<file path="src/rtl/sas_pkg.sv">
// Purpose: shared constants, types and code tables of the converter sequencer
// Assumes: 200 MHz system clock, registers on an AXI4-Lite slave
// Notes:   one aligned 32-bit word per register, data in the low byte
package sas_pkg;
    // timing
    localparam int CLK_PERIOD_PS = 5000;
    localparam int TCY_NS        = 20;
    localparam int TCY_CYC       = (TCY_NS * 1000 + CLK_PERIOD_PS - 1) / CLK_PERIOD_PS;
    localparam int RC_TAD_NS     = 1200;
    localparam int RC_TAD_CYC    = (RC_TAD_NS * 1000) / CLK_PERIOD_PS;
    localparam int CONV_TADS     = 11;
    localparam int GAP_TADS      = 2;
    localparam int RES_BITS      = 10;
    // register offsets
    localparam logic [7:0] OFS_MAIN  = 8'h00;
    localparam logic [7:0] OFS_REFS  = 8'h04;
    localparam logic [7:0] OFS_FT    = 8'h08;
    localparam logic [7:0] OFS_RES_H = 8'h0C;
    localparam logic [7:0] OFS_RES_L = 8'h10;
    localparam logic [7:0] OFS_FLAG  = 8'h14;
    // field positions
    localparam int MAIN_EN_BIT   = 0;
    localparam int MAIN_BUSY_BIT = 1;
    localparam int MAIN_CH_LSB   = 2;
    localparam int REFS_VREF_LSB = 4;
    localparam int FT_JUST_BIT   = 7;
    localparam int FT_ACQ_LSB    = 3;
    localparam int FT_CS_LSB     = 0;
    localparam int FLAG_DONE_BIT = 0;
    // reset values
    localparam logic [7:0] RST_MAIN = 8'h00;
    localparam logic [7:0] RST_REFS = 8'h00;
    localparam logic [7:0] RST_FT   = 8'h00;
    // internal RC clock select: low two bits both set
    localparam logic [1:0] CS_RC_LOW = 2'b11;
    localparam logic [1:0] RESP_OKAY   = 2'b00;
    localparam logic [1:0] RESP_SLVERR = 2'b10;

    typedef enum logic [1:0] {ST_IDLE, ST_ACQ, ST_CONV, ST_GAP} sas_state_t;

    // system clocks per conversion-clock period
    function automatic logic [6:0] tad_div(input logic [2:0] s);
        case (s)
            3'b000:  tad_div = 7'h02;
            3'b100:  tad_div = 7'h04;
            3'b001:  tad_div = 7'h08;
            3'b101:  tad_div = 7'h10;
            3'b010:  tad_div = 7'h20;
            3'b110:  tad_div = 7'h40;
            default: tad_div = 7'h02;
        endcase
    endfunction

    // conversion-clock periods of automatic acquisition
    function automatic logic [4:0] acq_tads(input logic [2:0] c);
        case (c)
            3'b001:  acq_tads = 5'h02;
            3'b010:  acq_tads = 5'h04;
            3'b011:  acq_tads = 5'h06;
            3'b100:  acq_tads = 5'h08;
            3'b101:  acq_tads = 5'h0C;
            3'b110:  acq_tads = 5'h10;
            3'b111:  acq_tads = 5'h14;
            default: acq_tads = 5'h00;
        endcase
    endfunction
endpackage

</file>
<file path="src/rtl/sas_tad_if.sv">
// Purpose: link between the sequencer and its conversion-clock generator
// Assumes: single clock domain
// Notes:   tad is a one-cycle enable, one per conversion-clock period
`timescale 1ns/100ps
interface sas_tad_if;
    logic       run;
    logic [2:0] sel;
    logic       sleep;
    logic       tad;
    modport ctl (output run, output sel, output sleep, input tad);
    modport gen (input run, input sel, input sleep, output tad);
endinterface

</file>
<file path="src/rtl/sas_tad_gen.sv">
// Purpose: conversion-clock enable divider with internal RC source option
// Assumes: RC source modelled as a fixed division of the system clock
// Notes:   RC start is held off one instruction cycle; system dividers stop in sleep
`timescale 1ns/100ps
module sas_tad_gen
    import sas_pkg::*;
#(
    parameter int RC_DIV = RC_TAD_CYC
) (
    // clock and reset
    input  wire logic clk_i,
    input  wire logic srst_i,
    // sequencer side
    sas_tad_if.gen    tif
);
    if (RC_DIV < 2 || RC_DIV > 65535) begin : g_chk
        $error("RC_DIV out of range");
    end

    logic [15:0] cnt_reg;
    logic [15:0] dly_reg;
    logic        run_d_reg;
    logic [15:0] period;
    logic        rc_sel;
    logic        halt;
    logic        rise;

    assign rc_sel  = tif.sel[1:0] == CS_RC_LOW;
    assign period  = rc_sel ? 16'(RC_DIV) : {9'h000, tad_div(tif.sel)};
    // oscillator-derived clocks stop while the device sleeps
    assign halt    = tif.sleep & ~rc_sel;
    assign rise    = tif.run & ~run_d_reg;
    assign tif.tad = tif.run & ~rise & (dly_reg == 16'h0000) & ~halt
                   & (cnt_reg == period - 16'h0001);

    always_ff @(posedge clk_i) begin
        if (srst_i) begin
            cnt_reg   <= 16'h0000;
            dly_reg   <= 16'h0000;
            run_d_reg <= 1'b0;
        end else begin
            run_d_reg <= tif.run;
            if (!tif.run) begin
                cnt_reg <= 16'h0000;
                dly_reg <= 16'h0000;
            end else if (rise) begin
                cnt_reg <= 16'h0000;
                dly_reg <= rc_sel ? 16'(TCY_CYC) : 16'h0000;
            end else if (dly_reg != 16'h0000) begin
                dly_reg <= dly_reg - 16'h0001;
            end else if (!halt) begin
                cnt_reg <= tif.tad ? 16'h0000 : cnt_reg + 16'h0001;
            end
        end
    end
endmodule

</file>
<file path="src/rtl/sas_top.sv">
// Purpose: 10-bit successive-approximation converter control and sequencer
// Assumes: comparator answers CMP_I during the conversion-clock period of each trial
// Notes:   registers on AXI4-Lite, one word each, data in bits 7:0
//
// Chosen here: register access over AXI4-Lite and the placing of the registers.
`timescale 1ns/100ps
module sas_top
    import sas_pkg::*;
#(
    parameter int RC_DIV = RC_TAD_CYC
) (
    // clock and reset
    input  wire logic        CLK_I,
    input  wire logic        SRST_I,
    // AXI4-Lite write
    input  wire logic [7:0]  S_AXI_AWADDR_I,
    input  wire logic        S_AXI_AWVALID_I,
    output wire logic        S_AXI_AWREADY_O,
    input  wire logic [31:0] S_AXI_WDATA_I,
    input  wire logic [3:0]  S_AXI_WSTRB_I,
    input  wire logic        S_AXI_WVALID_I,
    output wire logic        S_AXI_WREADY_O,
    output wire logic [1:0]  S_AXI_BRESP_O,
    output wire logic        S_AXI_BVALID_O,
    input  wire logic        S_AXI_BREADY_I,
    // AXI4-Lite read
    input  wire logic [7:0]  S_AXI_ARADDR_I,
    input  wire logic        S_AXI_ARVALID_I,
    output wire logic        S_AXI_ARREADY_O,
    output wire logic [31:0] S_AXI_RDATA_O,
    output wire logic [1:0]  S_AXI_RRESP_O,
    output wire logic        S_AXI_RVALID_O,
    input  wire logic        S_AXI_RREADY_I,
    // analog front end
    output wire logic        SAMPLE_O,
    output wire logic [3:0]  CHANNEL_O,
    output wire logic [1:0]  VREF_SEL_O,
    output wire logic [3:0]  PORT_CFG_O,
    output wire logic [9:0]  DAC_CODE_O,
    input  wire logic        CMP_I,
    // system
    input  wire logic        TRIG_I,
    input  wire logic        SLEEP_I,
    output wire logic        DONE_FLAG_O
);
    sas_tad_if tif ();

    // bus state
    logic        aw_full_reg;
    logic [7:0]  awaddr_reg;
    logic        w_full_reg;
    logic [7:0]  wdata_reg;
    logic        wstrb_reg;
    logic        bvalid_reg;
    logic [1:0]  bresp_reg;
    logic        rvalid_reg;
    logic [31:0] rdata_reg;
    logic [1:0]  rresp_reg;
    logic [7:0]  raddr_reg;
    // registers
    logic        en_reg;
    logic        busy_reg;
    logic [3:0]  ch_reg;
    logic [5:0]  refs_reg;
    logic        just_reg;
    logic [2:0]  acq_reg;
    logic [2:0]  cs_reg;
    logic [7:0]  res_hi_reg;
    logic [7:0]  res_lo_reg;
    logic        flag_reg;
    // sequencer
    sas_state_t  state_reg;
    sas_state_t  state_next;
    logic [4:0]  phase_reg;
    logic [9:0]  sar_reg;
    logic        en_next;
    logic        busy_next;

    // bus decode
    logic        wr_fire;
    logic        wr_ok;
    logic        wr_main;
    logic        wr_refs;
    logic        wr_ft;
    logic        wr_res_h;
    logic        wr_res_l;
    logic        wr_flag;
    logic        ar_fire;
    logic        rd_ok;
    logic [7:0]  rd_byte;
    logic        tad;
    logic        conv_done;
    logic        acq_end;
    logic        gap_end;
    logic        start_sw;
    logic        abort_sw;
    logic        trig_ok;
    logic [9:0]  trial_bit;
    logic [7:0]  just_hi;
    logic [7:0]  just_lo;

    assign wr_fire  = aw_full_reg & w_full_reg & ~bvalid_reg;
    assign wr_ok    = awaddr_reg == OFS_MAIN || awaddr_reg == OFS_REFS
                   || awaddr_reg == OFS_FT || awaddr_reg == OFS_RES_H
                   || awaddr_reg == OFS_RES_L || awaddr_reg == OFS_FLAG;
    assign wr_main  = wr_fire & wstrb_reg & (awaddr_reg == OFS_MAIN);
    assign wr_refs  = wr_fire & wstrb_reg & (awaddr_reg == OFS_REFS);
    assign wr_ft    = wr_fire & wstrb_reg & (awaddr_reg == OFS_FT);
    assign wr_res_h = wr_fire & wstrb_reg & (awaddr_reg == OFS_RES_H);
    assign wr_res_l = wr_fire & wstrb_reg & (awaddr_reg == OFS_RES_L);
    assign wr_flag  = wr_fire & wstrb_reg & (awaddr_reg == OFS_FLAG);
    assign ar_fire  = S_AXI_ARVALID_I & ~rvalid_reg;
    assign rd_ok    = S_AXI_ARADDR_I == OFS_MAIN || S_AXI_ARADDR_I == OFS_REFS
                   || S_AXI_ARADDR_I == OFS_FT || S_AXI_ARADDR_I == OFS_RES_H
                   || S_AXI_ARADDR_I == OFS_RES_L || S_AXI_ARADDR_I == OFS_FLAG;
    assign rd_byte  = (S_AXI_ARADDR_I == OFS_MAIN)  ? {2'b00, ch_reg, busy_reg, en_reg} :
                      (S_AXI_ARADDR_I == OFS_REFS)  ? {2'b00, refs_reg} :
                      (S_AXI_ARADDR_I == OFS_FT)    ? {just_reg, 1'b0, acq_reg, cs_reg} :
                      (S_AXI_ARADDR_I == OFS_RES_H) ? res_hi_reg :
                      (S_AXI_ARADDR_I == OFS_RES_L) ? res_lo_reg :
                      (S_AXI_ARADDR_I == OFS_FLAG)  ? {7'h00, flag_reg} : 8'h00;

    assign S_AXI_AWREADY_O = ~aw_full_reg & ~bvalid_reg;
    assign S_AXI_WREADY_O  = ~w_full_reg & ~bvalid_reg;
    assign S_AXI_BVALID_O  = bvalid_reg;
    assign S_AXI_BRESP_O   = bresp_reg;
    assign S_AXI_ARREADY_O = ~rvalid_reg;
    assign S_AXI_RVALID_O  = rvalid_reg;
    assign S_AXI_RDATA_O   = rdata_reg;
    assign S_AXI_RRESP_O   = rresp_reg;

    always_ff @(posedge CLK_I) begin
        if (SRST_I) begin
            aw_full_reg <= 1'b0;
            awaddr_reg  <= 8'h00;
            w_full_reg  <= 1'b0;
            wdata_reg   <= 8'h00;
            wstrb_reg   <= 1'b0;
            bvalid_reg  <= 1'b0;
            bresp_reg   <= RESP_OKAY;
        end else begin
            if (S_AXI_AWVALID_I && S_AXI_AWREADY_O) begin
                aw_full_reg <= 1'b1;
                awaddr_reg  <= S_AXI_AWADDR_I;
            end
            if (S_AXI_WVALID_I && S_AXI_WREADY_O) begin
                w_full_reg <= 1'b1;
                wdata_reg  <= S_AXI_WDATA_I[7:0];
                wstrb_reg  <= S_AXI_WSTRB_I[0];
            end
            if (wr_fire) begin
                aw_full_reg <= 1'b0;
                w_full_reg  <= 1'b0;
                bvalid_reg  <= 1'b1;
                bresp_reg   <= wr_ok ? RESP_OKAY : RESP_SLVERR;
            end else if (S_AXI_BREADY_I) begin
                bvalid_reg <= 1'b0;
            end
        end
    end

    always_ff @(posedge CLK_I) begin
        if (SRST_I) begin
            rvalid_reg <= 1'b0;
            rdata_reg  <= 32'h0000_0000;
            rresp_reg  <= RESP_OKAY;
            raddr_reg  <= 8'h00;
        end else if (ar_fire) begin
            rvalid_reg <= 1'b1;
            rdata_reg  <= {24'h00_0000, rd_byte};
            rresp_reg  <= rd_ok ? RESP_OKAY : RESP_SLVERR;
            raddr_reg  <= S_AXI_ARADDR_I;
        end else if (S_AXI_RREADY_I) begin
            rvalid_reg <= 1'b0;
        end
    end

    // start, abort and trigger
    assign en_next  = wr_main ? wdata_reg[MAIN_EN_BIT] : en_reg;
    // a start in the same write that turns the module on is not honoured
    assign start_sw = wr_main & wdata_reg[MAIN_BUSY_BIT] & en_reg;
    assign abort_sw = wr_main & ~wdata_reg[MAIN_BUSY_BIT] & busy_reg;
    assign trig_ok  = TRIG_I & en_reg;

    always_comb begin
        busy_next = busy_reg;
        if (conv_done || abort_sw) begin
            busy_next = 1'b0;
        end
        if (start_sw || trig_ok) begin
            busy_next = 1'b1;
        end
        if (!en_next) begin
            busy_next = 1'b0;
        end
    end

    always_ff @(posedge CLK_I) begin
        if (SRST_I) begin
            en_reg   <= RST_MAIN[MAIN_EN_BIT];
            busy_reg <= RST_MAIN[MAIN_BUSY_BIT];
            ch_reg   <= RST_MAIN[MAIN_CH_LSB +: 4];
            refs_reg <= RST_REFS[5:0];
            just_reg <= RST_FT[FT_JUST_BIT];
            acq_reg  <= RST_FT[FT_ACQ_LSB +: 3];
            cs_reg   <= RST_FT[FT_CS_LSB +: 3];
            flag_reg <= 1'b0;
        end else begin
            en_reg   <= en_next;
            busy_reg <= busy_next;
            if (wr_main) begin
                ch_reg <= wdata_reg[MAIN_CH_LSB +: 4];
            end
            if (wr_refs) begin
                refs_reg <= wdata_reg[5:0];
            end
            if (wr_ft) begin
                just_reg <= wdata_reg[FT_JUST_BIT];
                acq_reg  <= wdata_reg[FT_ACQ_LSB +: 3];
                cs_reg   <= wdata_reg[FT_CS_LSB +: 3];
            end
            // a completion in the clearing cycle wins
            if (conv_done) begin
                flag_reg <= 1'b1;
            end else if (wr_flag && wdata_reg[FLAG_DONE_BIT]) begin
                flag_reg <= 1'b0;
            end
        end
    end

    // result pair has no reset term
    assign just_hi = just_reg ? {6'h00, sar_reg[9:8]} : sar_reg[9:2];
    assign just_lo = just_reg ? sar_reg[7:0] : {sar_reg[1:0], 6'h00};

    always_ff @(posedge CLK_I) begin
        if (conv_done) begin
            res_hi_reg <= just_hi;
            res_lo_reg <= just_lo;
        end else begin
            if (wr_res_h) begin
                res_hi_reg <= wdata_reg;
            end
            if (wr_res_l) begin
                res_lo_reg <= wdata_reg;
            end
        end
    end

    // sequencer
    assign tif.run   = state_reg != ST_IDLE;
    assign tif.sel   = cs_reg;
    assign tif.sleep = SLEEP_I;
    assign tad       = tif.tad;

    assign conv_done = state_reg == ST_CONV && tad
                    && phase_reg == 5'(CONV_TADS - 1);
    assign acq_end   = tad && phase_reg == acq_tads(acq_reg) - 5'h01;
    assign gap_end   = tad && phase_reg == 5'(GAP_TADS - 1);

    always_comb begin
        state_next = state_reg;
        case (state_reg)
            ST_IDLE: begin
                if (busy_reg) begin
                    state_next = (acq_reg == 3'b000) ? ST_CONV : ST_ACQ;
                end
            end
            ST_ACQ: begin
                if (!busy_next) begin
                    state_next = ST_GAP;
                end else if (acq_end) begin
                    state_next = ST_CONV;
                end
            end
            ST_CONV: begin
                if (conv_done || !busy_next) begin
                    state_next = ST_GAP;
                end
            end
            ST_GAP: begin
                if (gap_end) begin
                    state_next = ST_IDLE;
                end
            end
            default: state_next = ST_IDLE;
        endcase
        if (!en_next) begin
            state_next = ST_IDLE;
        end
    end

    // trial bit under test in the current conversion-clock period
    assign trial_bit = (state_reg == ST_CONV && phase_reg < 5'(RES_BITS))
                     ? (10'h200 >> phase_reg) : 10'h000;

    always_ff @(posedge CLK_I) begin
        if (SRST_I) begin
            state_reg <= ST_IDLE;
            phase_reg <= 5'h00;
            sar_reg   <= 10'h000;
        end else begin
            state_reg <= state_next;
            if (state_next != state_reg) begin
                phase_reg <= 5'h00;
            end else if (tad) begin
                phase_reg <= phase_reg + 5'h01;
            end
            if (state_reg != ST_CONV && state_next == ST_CONV) begin
                sar_reg <= 10'h000;
            end else if (tad && trial_bit != 10'h000 && CMP_I) begin
                sar_reg <= sar_reg | trial_bit;
            end
        end
    end

    sas_tad_gen #(
        .RC_DIV (RC_DIV)
    ) u_tad (
        .clk_i  (CLK_I),
        .srst_i (SRST_I),
        .tif    (tif)
    );

    assign SAMPLE_O    = en_reg & (state_reg == ST_IDLE || state_reg == ST_ACQ);
    assign CHANNEL_O   = ch_reg;
    assign VREF_SEL_O  = refs_reg[REFS_VREF_LSB +: 2];
    assign PORT_CFG_O  = refs_reg[3:0];
    assign DAC_CODE_O  = sar_reg | trial_bit;
    assign DONE_FLAG_O = flag_reg;
endmodule

</file>
<file path="config.mk">
export PLATFORM = sky130hd
export DESIGN_NAME = sas_top
export DESIGN_NICKNAME = d
export VERILOG_FILES = /design/src/rtl/sas_pkg.sv /design/src/rtl/sas_tad_if.sv /design/src/rtl/sas_tad_gen.sv /design/src/rtl/sas_top.sv
export SDC_FILE = /design/constraint.sdc
export NUM_CORES = 1
export LEC_CHECK = 0
export BUFFER_PORTS_ARGS = -buffer_cell sky130_fd_sc_hd__buf_2
export CORE_MARGIN = 1
export CORE_UTILIZATION = 42
export DETAILED_ROUTE_END_ITERATION = 10
export GPL_TIMING_DRIVEN = 0
export PLACE_DENSITY_LB_ADDON = 0.08
export SYNTH_ARGS = -nofsm -noshare
export SYNTH_HDL_FRONTEND = slang
export SYNTH_SLANG_ARGS = --single-unit
</file>
<file path="constraint.sdc">
create_clock -name CLK_I -period 3.9 [get_ports CLK_I]
set_input_delay 0.39 -clock CLK_I [delete_from_list [all_inputs] [get_ports CLK_I]]
set_output_delay 0.39 -clock CLK_I [all_outputs]
set_load 0.005 [all_outputs]
</file>
==> reports/qor.yml <==
r2r_cells: 10
portBuffers: 68
cp_max_fo: 10
fin_crit_sh: 0.891
crit_top_cell: "o21ai_0"
rrSetupSlack_ns: 0.42
grt_overflow: 0
cts.sinks: 117
ios: 125
synth_xor_area_frac: 0.0512
setup_viol: 0
final_max_slew_viol_count: 0
post_cts_buffers: 0
num-fill-cells: 1402
status: "finished, violations left"
p_comb_frac: 0.050
drive_gt1_frac: 0.214
multiInputGateArea_mm2: 0.00355
hpwlAfterDp_mm: 12.5
synth_mux_area_frac: 0.0608
max_slew.worst_pin.slew_ns: 0.753
synthCells: 726
first_global_vias: 5304
drtPass1Iterations: 7
synth-async-reset-ratio: 0
crit_chain: "inv_1, ha_1, nor4b_1, o21ai_0, mux2i_1, nand4_1, nor4_2, o21ai_0, a31oi_2, a211oi_1"
final.setup_skew_ns: 0.00802
core-area_mm2: 0.0146
first_iter_violations: 319
regArea_mm2: 0.00250
die_area_mm2: 0.0156
yosys.area.top_type_share: 0.319
synth_compound_area_frac: 0.135
start_util: 0.433
cts_resized: 0
power.switching_uw: 682
syn_area_mm2: 0.00633
grt_use_total: 0.220
cp_slowest_cell: "a31oi_2"
num_vias: 5532
swShare: 0.223
drc: 22
start_kind: "flip-flop"
power_leakage_nw: 3.10
max_stage_delay_ns: 0.58
fin_tns_setup_ns: 0
ys_seq_area_frac: 0.395
rsz0062_at_grt: "no"
power-per-cell-area_mw_per_mm2: 401
placed_cell_area_mm2: 0.00700
synth_top_cell_by_area: "dfxtp_1"
required_ns: 4.16
yosysWarnings: 0
ir_worst_vdd_mv: 0.287
utilization: 0.521
synthAdderAreaFrac: 0.0296
pwr-share-seq: 0.412
die_h_um: 125
drv_cap: 0
drtAntennaViolNets: 0
report.final.hold_viol_count: 0
place_congestion: 0.861
cts_made_buffers: 17
cts-htree-levels: 4
row_count: 44
internal_power_mw: 2.38
yosys_register_bits: 117
antenna_found_initial: 0
cts_buffer_depth: 2
wl_per_cell_um: 16.0
synth_area_leaders: "dfxtp_1, edfxtp_1, nor2_1, mux2i_1, nand2_1"
hp-class: "in2reg"
max_freq_mhz: 288
finalCriticalPeriod_ns: 3.48
total_power_mw: 3.06
cts_root_buf: "clkbuf_16"
grt_pass1_wl_mm: 27.0
final_area_mm2: 0.00763
synthToLayoutAreaGrowth_pct: 20.5
synth_edf_count: 16
grt_max_degree: 17
routed_wl_mm: 16.5
violations: "design-rule violations"
ys.flop_type: "dfxtp_1"
viasPerCell: 5.34
worstSkewPairLatency_ns: 0.42
tritoncts: "yes"
hold_buffers: 0
criticalPathCategory: "reg2reg"
slew_headroom: 0.498
cp.arrival_ns: 3.74
clk_pin_slew_ns: 0.06
yosysUniqueCellTypes: 80
synth_top_family_by_area: "simple AND/OR/NAND/NOR gates"
min_path_cells: 2
synth-simple-area-share: 0.267
avgSynthCellArea_um2: 8.73
insertedDiodeCount: 0
crit_path_end_kind: "flip-flop"
nets: 915
worst_hold_slack_ns: 0.156
die_w_um: 125
clkPwrFrac: 0.538
==> cells in the mapped netlist, types with 4 or more instances <==
cell type    n
a211oi_1    18
a21o_1       4
a21oi_1     42
a31oi_1      8
and2_1       9
and3_1       4
buf_4       27
clkbuf_1    21
dfxtp_1    101
edfxtp_1    16
ha_1        15
inv_1       16
mux2i_1     34
nand2_1     80
nand2b_1    10
nand3_1     13
nand3b_1     6
nand4_1     11
nor2_1     100
nor2b_1      7
nor3_1      18
nor4_1      10
nor4_2       4
nor4b_1      5
o21ai_0     20
or2_2       12
or3_1        5
xnor2_1     23
xor2_1      14
==> final timing paths <==
| check | from | to |
|---|---|---|
| worst max register to register | cs_reg[0] | sar_reg[0] |
| worst max-delay path | cs_reg[0] | sar_reg[0] |
| worst min-delay path | S_AXI_RREADY_I | S_AXI_RVALID_O |
| worst min register to register | awaddr_reg[6] | awaddr_reg[6] |
==> per-stage QoR <==
step | cells | setup WS, ns
6_report | 1035 | 0.424
5_1_grt | 1035 | 0.193
4_1_cts | 1035 | 0.213
3_5_place_dp | 1003 | 0.252
3_3_place_gp | 1003 | 0.294
2_1_floorplan | 751 | 1.02
==> cell usage in the layout, fill, tap and decap left out, drive strengths merged, types with 4 or more instances in the layout <==
cell type and n:
conb 26, nand2 82, or3 5, nor3 19, xor2 14, nor2b 7, and4 4, dfxtp 101
nor4b 5, nor2 102, clkbuf 42, nand3b 6, or2 13, buf 100, nand2b 10, ha 15
a31oi 9, clkinv 6, a21oi 42, nor4 16, o21ai 21, edfxtp 16, a21o 6, nand3 13
and2 10, a211oi 19, xnor2 23, mux2i 34, nand4 12, and3 5, inv 16
==> cells by family after synthesis <==
kind of cell | count (synthesis)
compound gates | 126
xor+xnor | 37
fa+ha+maj | 15
buf+inv | 70
flops | 117
mux | 37
other cells | 1
simple gates | 323
==> worst max-delay path, delay by kind of cell, from the launching register on <==
kind	cells	cell delay, ns
AOI/OAI and AO/OA	4	1.12
and+or+nand+nor	3	1.04
DFF	1	0.43
muxes	1	0.35
adders and majority gates	1	0.27
buffers and inverters	1	0.13
==> power by group through the flow <==
stage / logic [mW] / registers, mW / clock network [mW]
final: 0.151 / 1.26 / 1.65
after global routing: 0.170 / 1.26 / 1.73
after CTS: 0.151 / 1.26 / 1.67
after detailed placement: 0.150 / 1.29 / 0
after global placement: 0.148 / 1.28 / 0
after floorplan: 0.101 / 1.28 / 0
==> layout make-up <==
cell class | count | area share
Clock inverter | 12 | 0.0197
Inverter | 16 | 0.00787
Clock buffer | 20 | 0.0626
Buffer | 54 | 0.0426
Timing Repair Buffer | 68 | 0.0446
Tap cell | 184 | 0.0302
Sequential cell | 117 | 0.328
Multi-Input combinational cell | 564 | 0.465
==> metal layers <==
metal	global-route usage	routed length [um]	vias to the layer above
met5	0	0	-
met2	0.350	7530	147
met3	0.0503	888	23
met4	0.0717	294	0
li1	-	-	2744
met1	0.296	7840	2618
No activity file was read; power rests on OpenSTA's default activity.
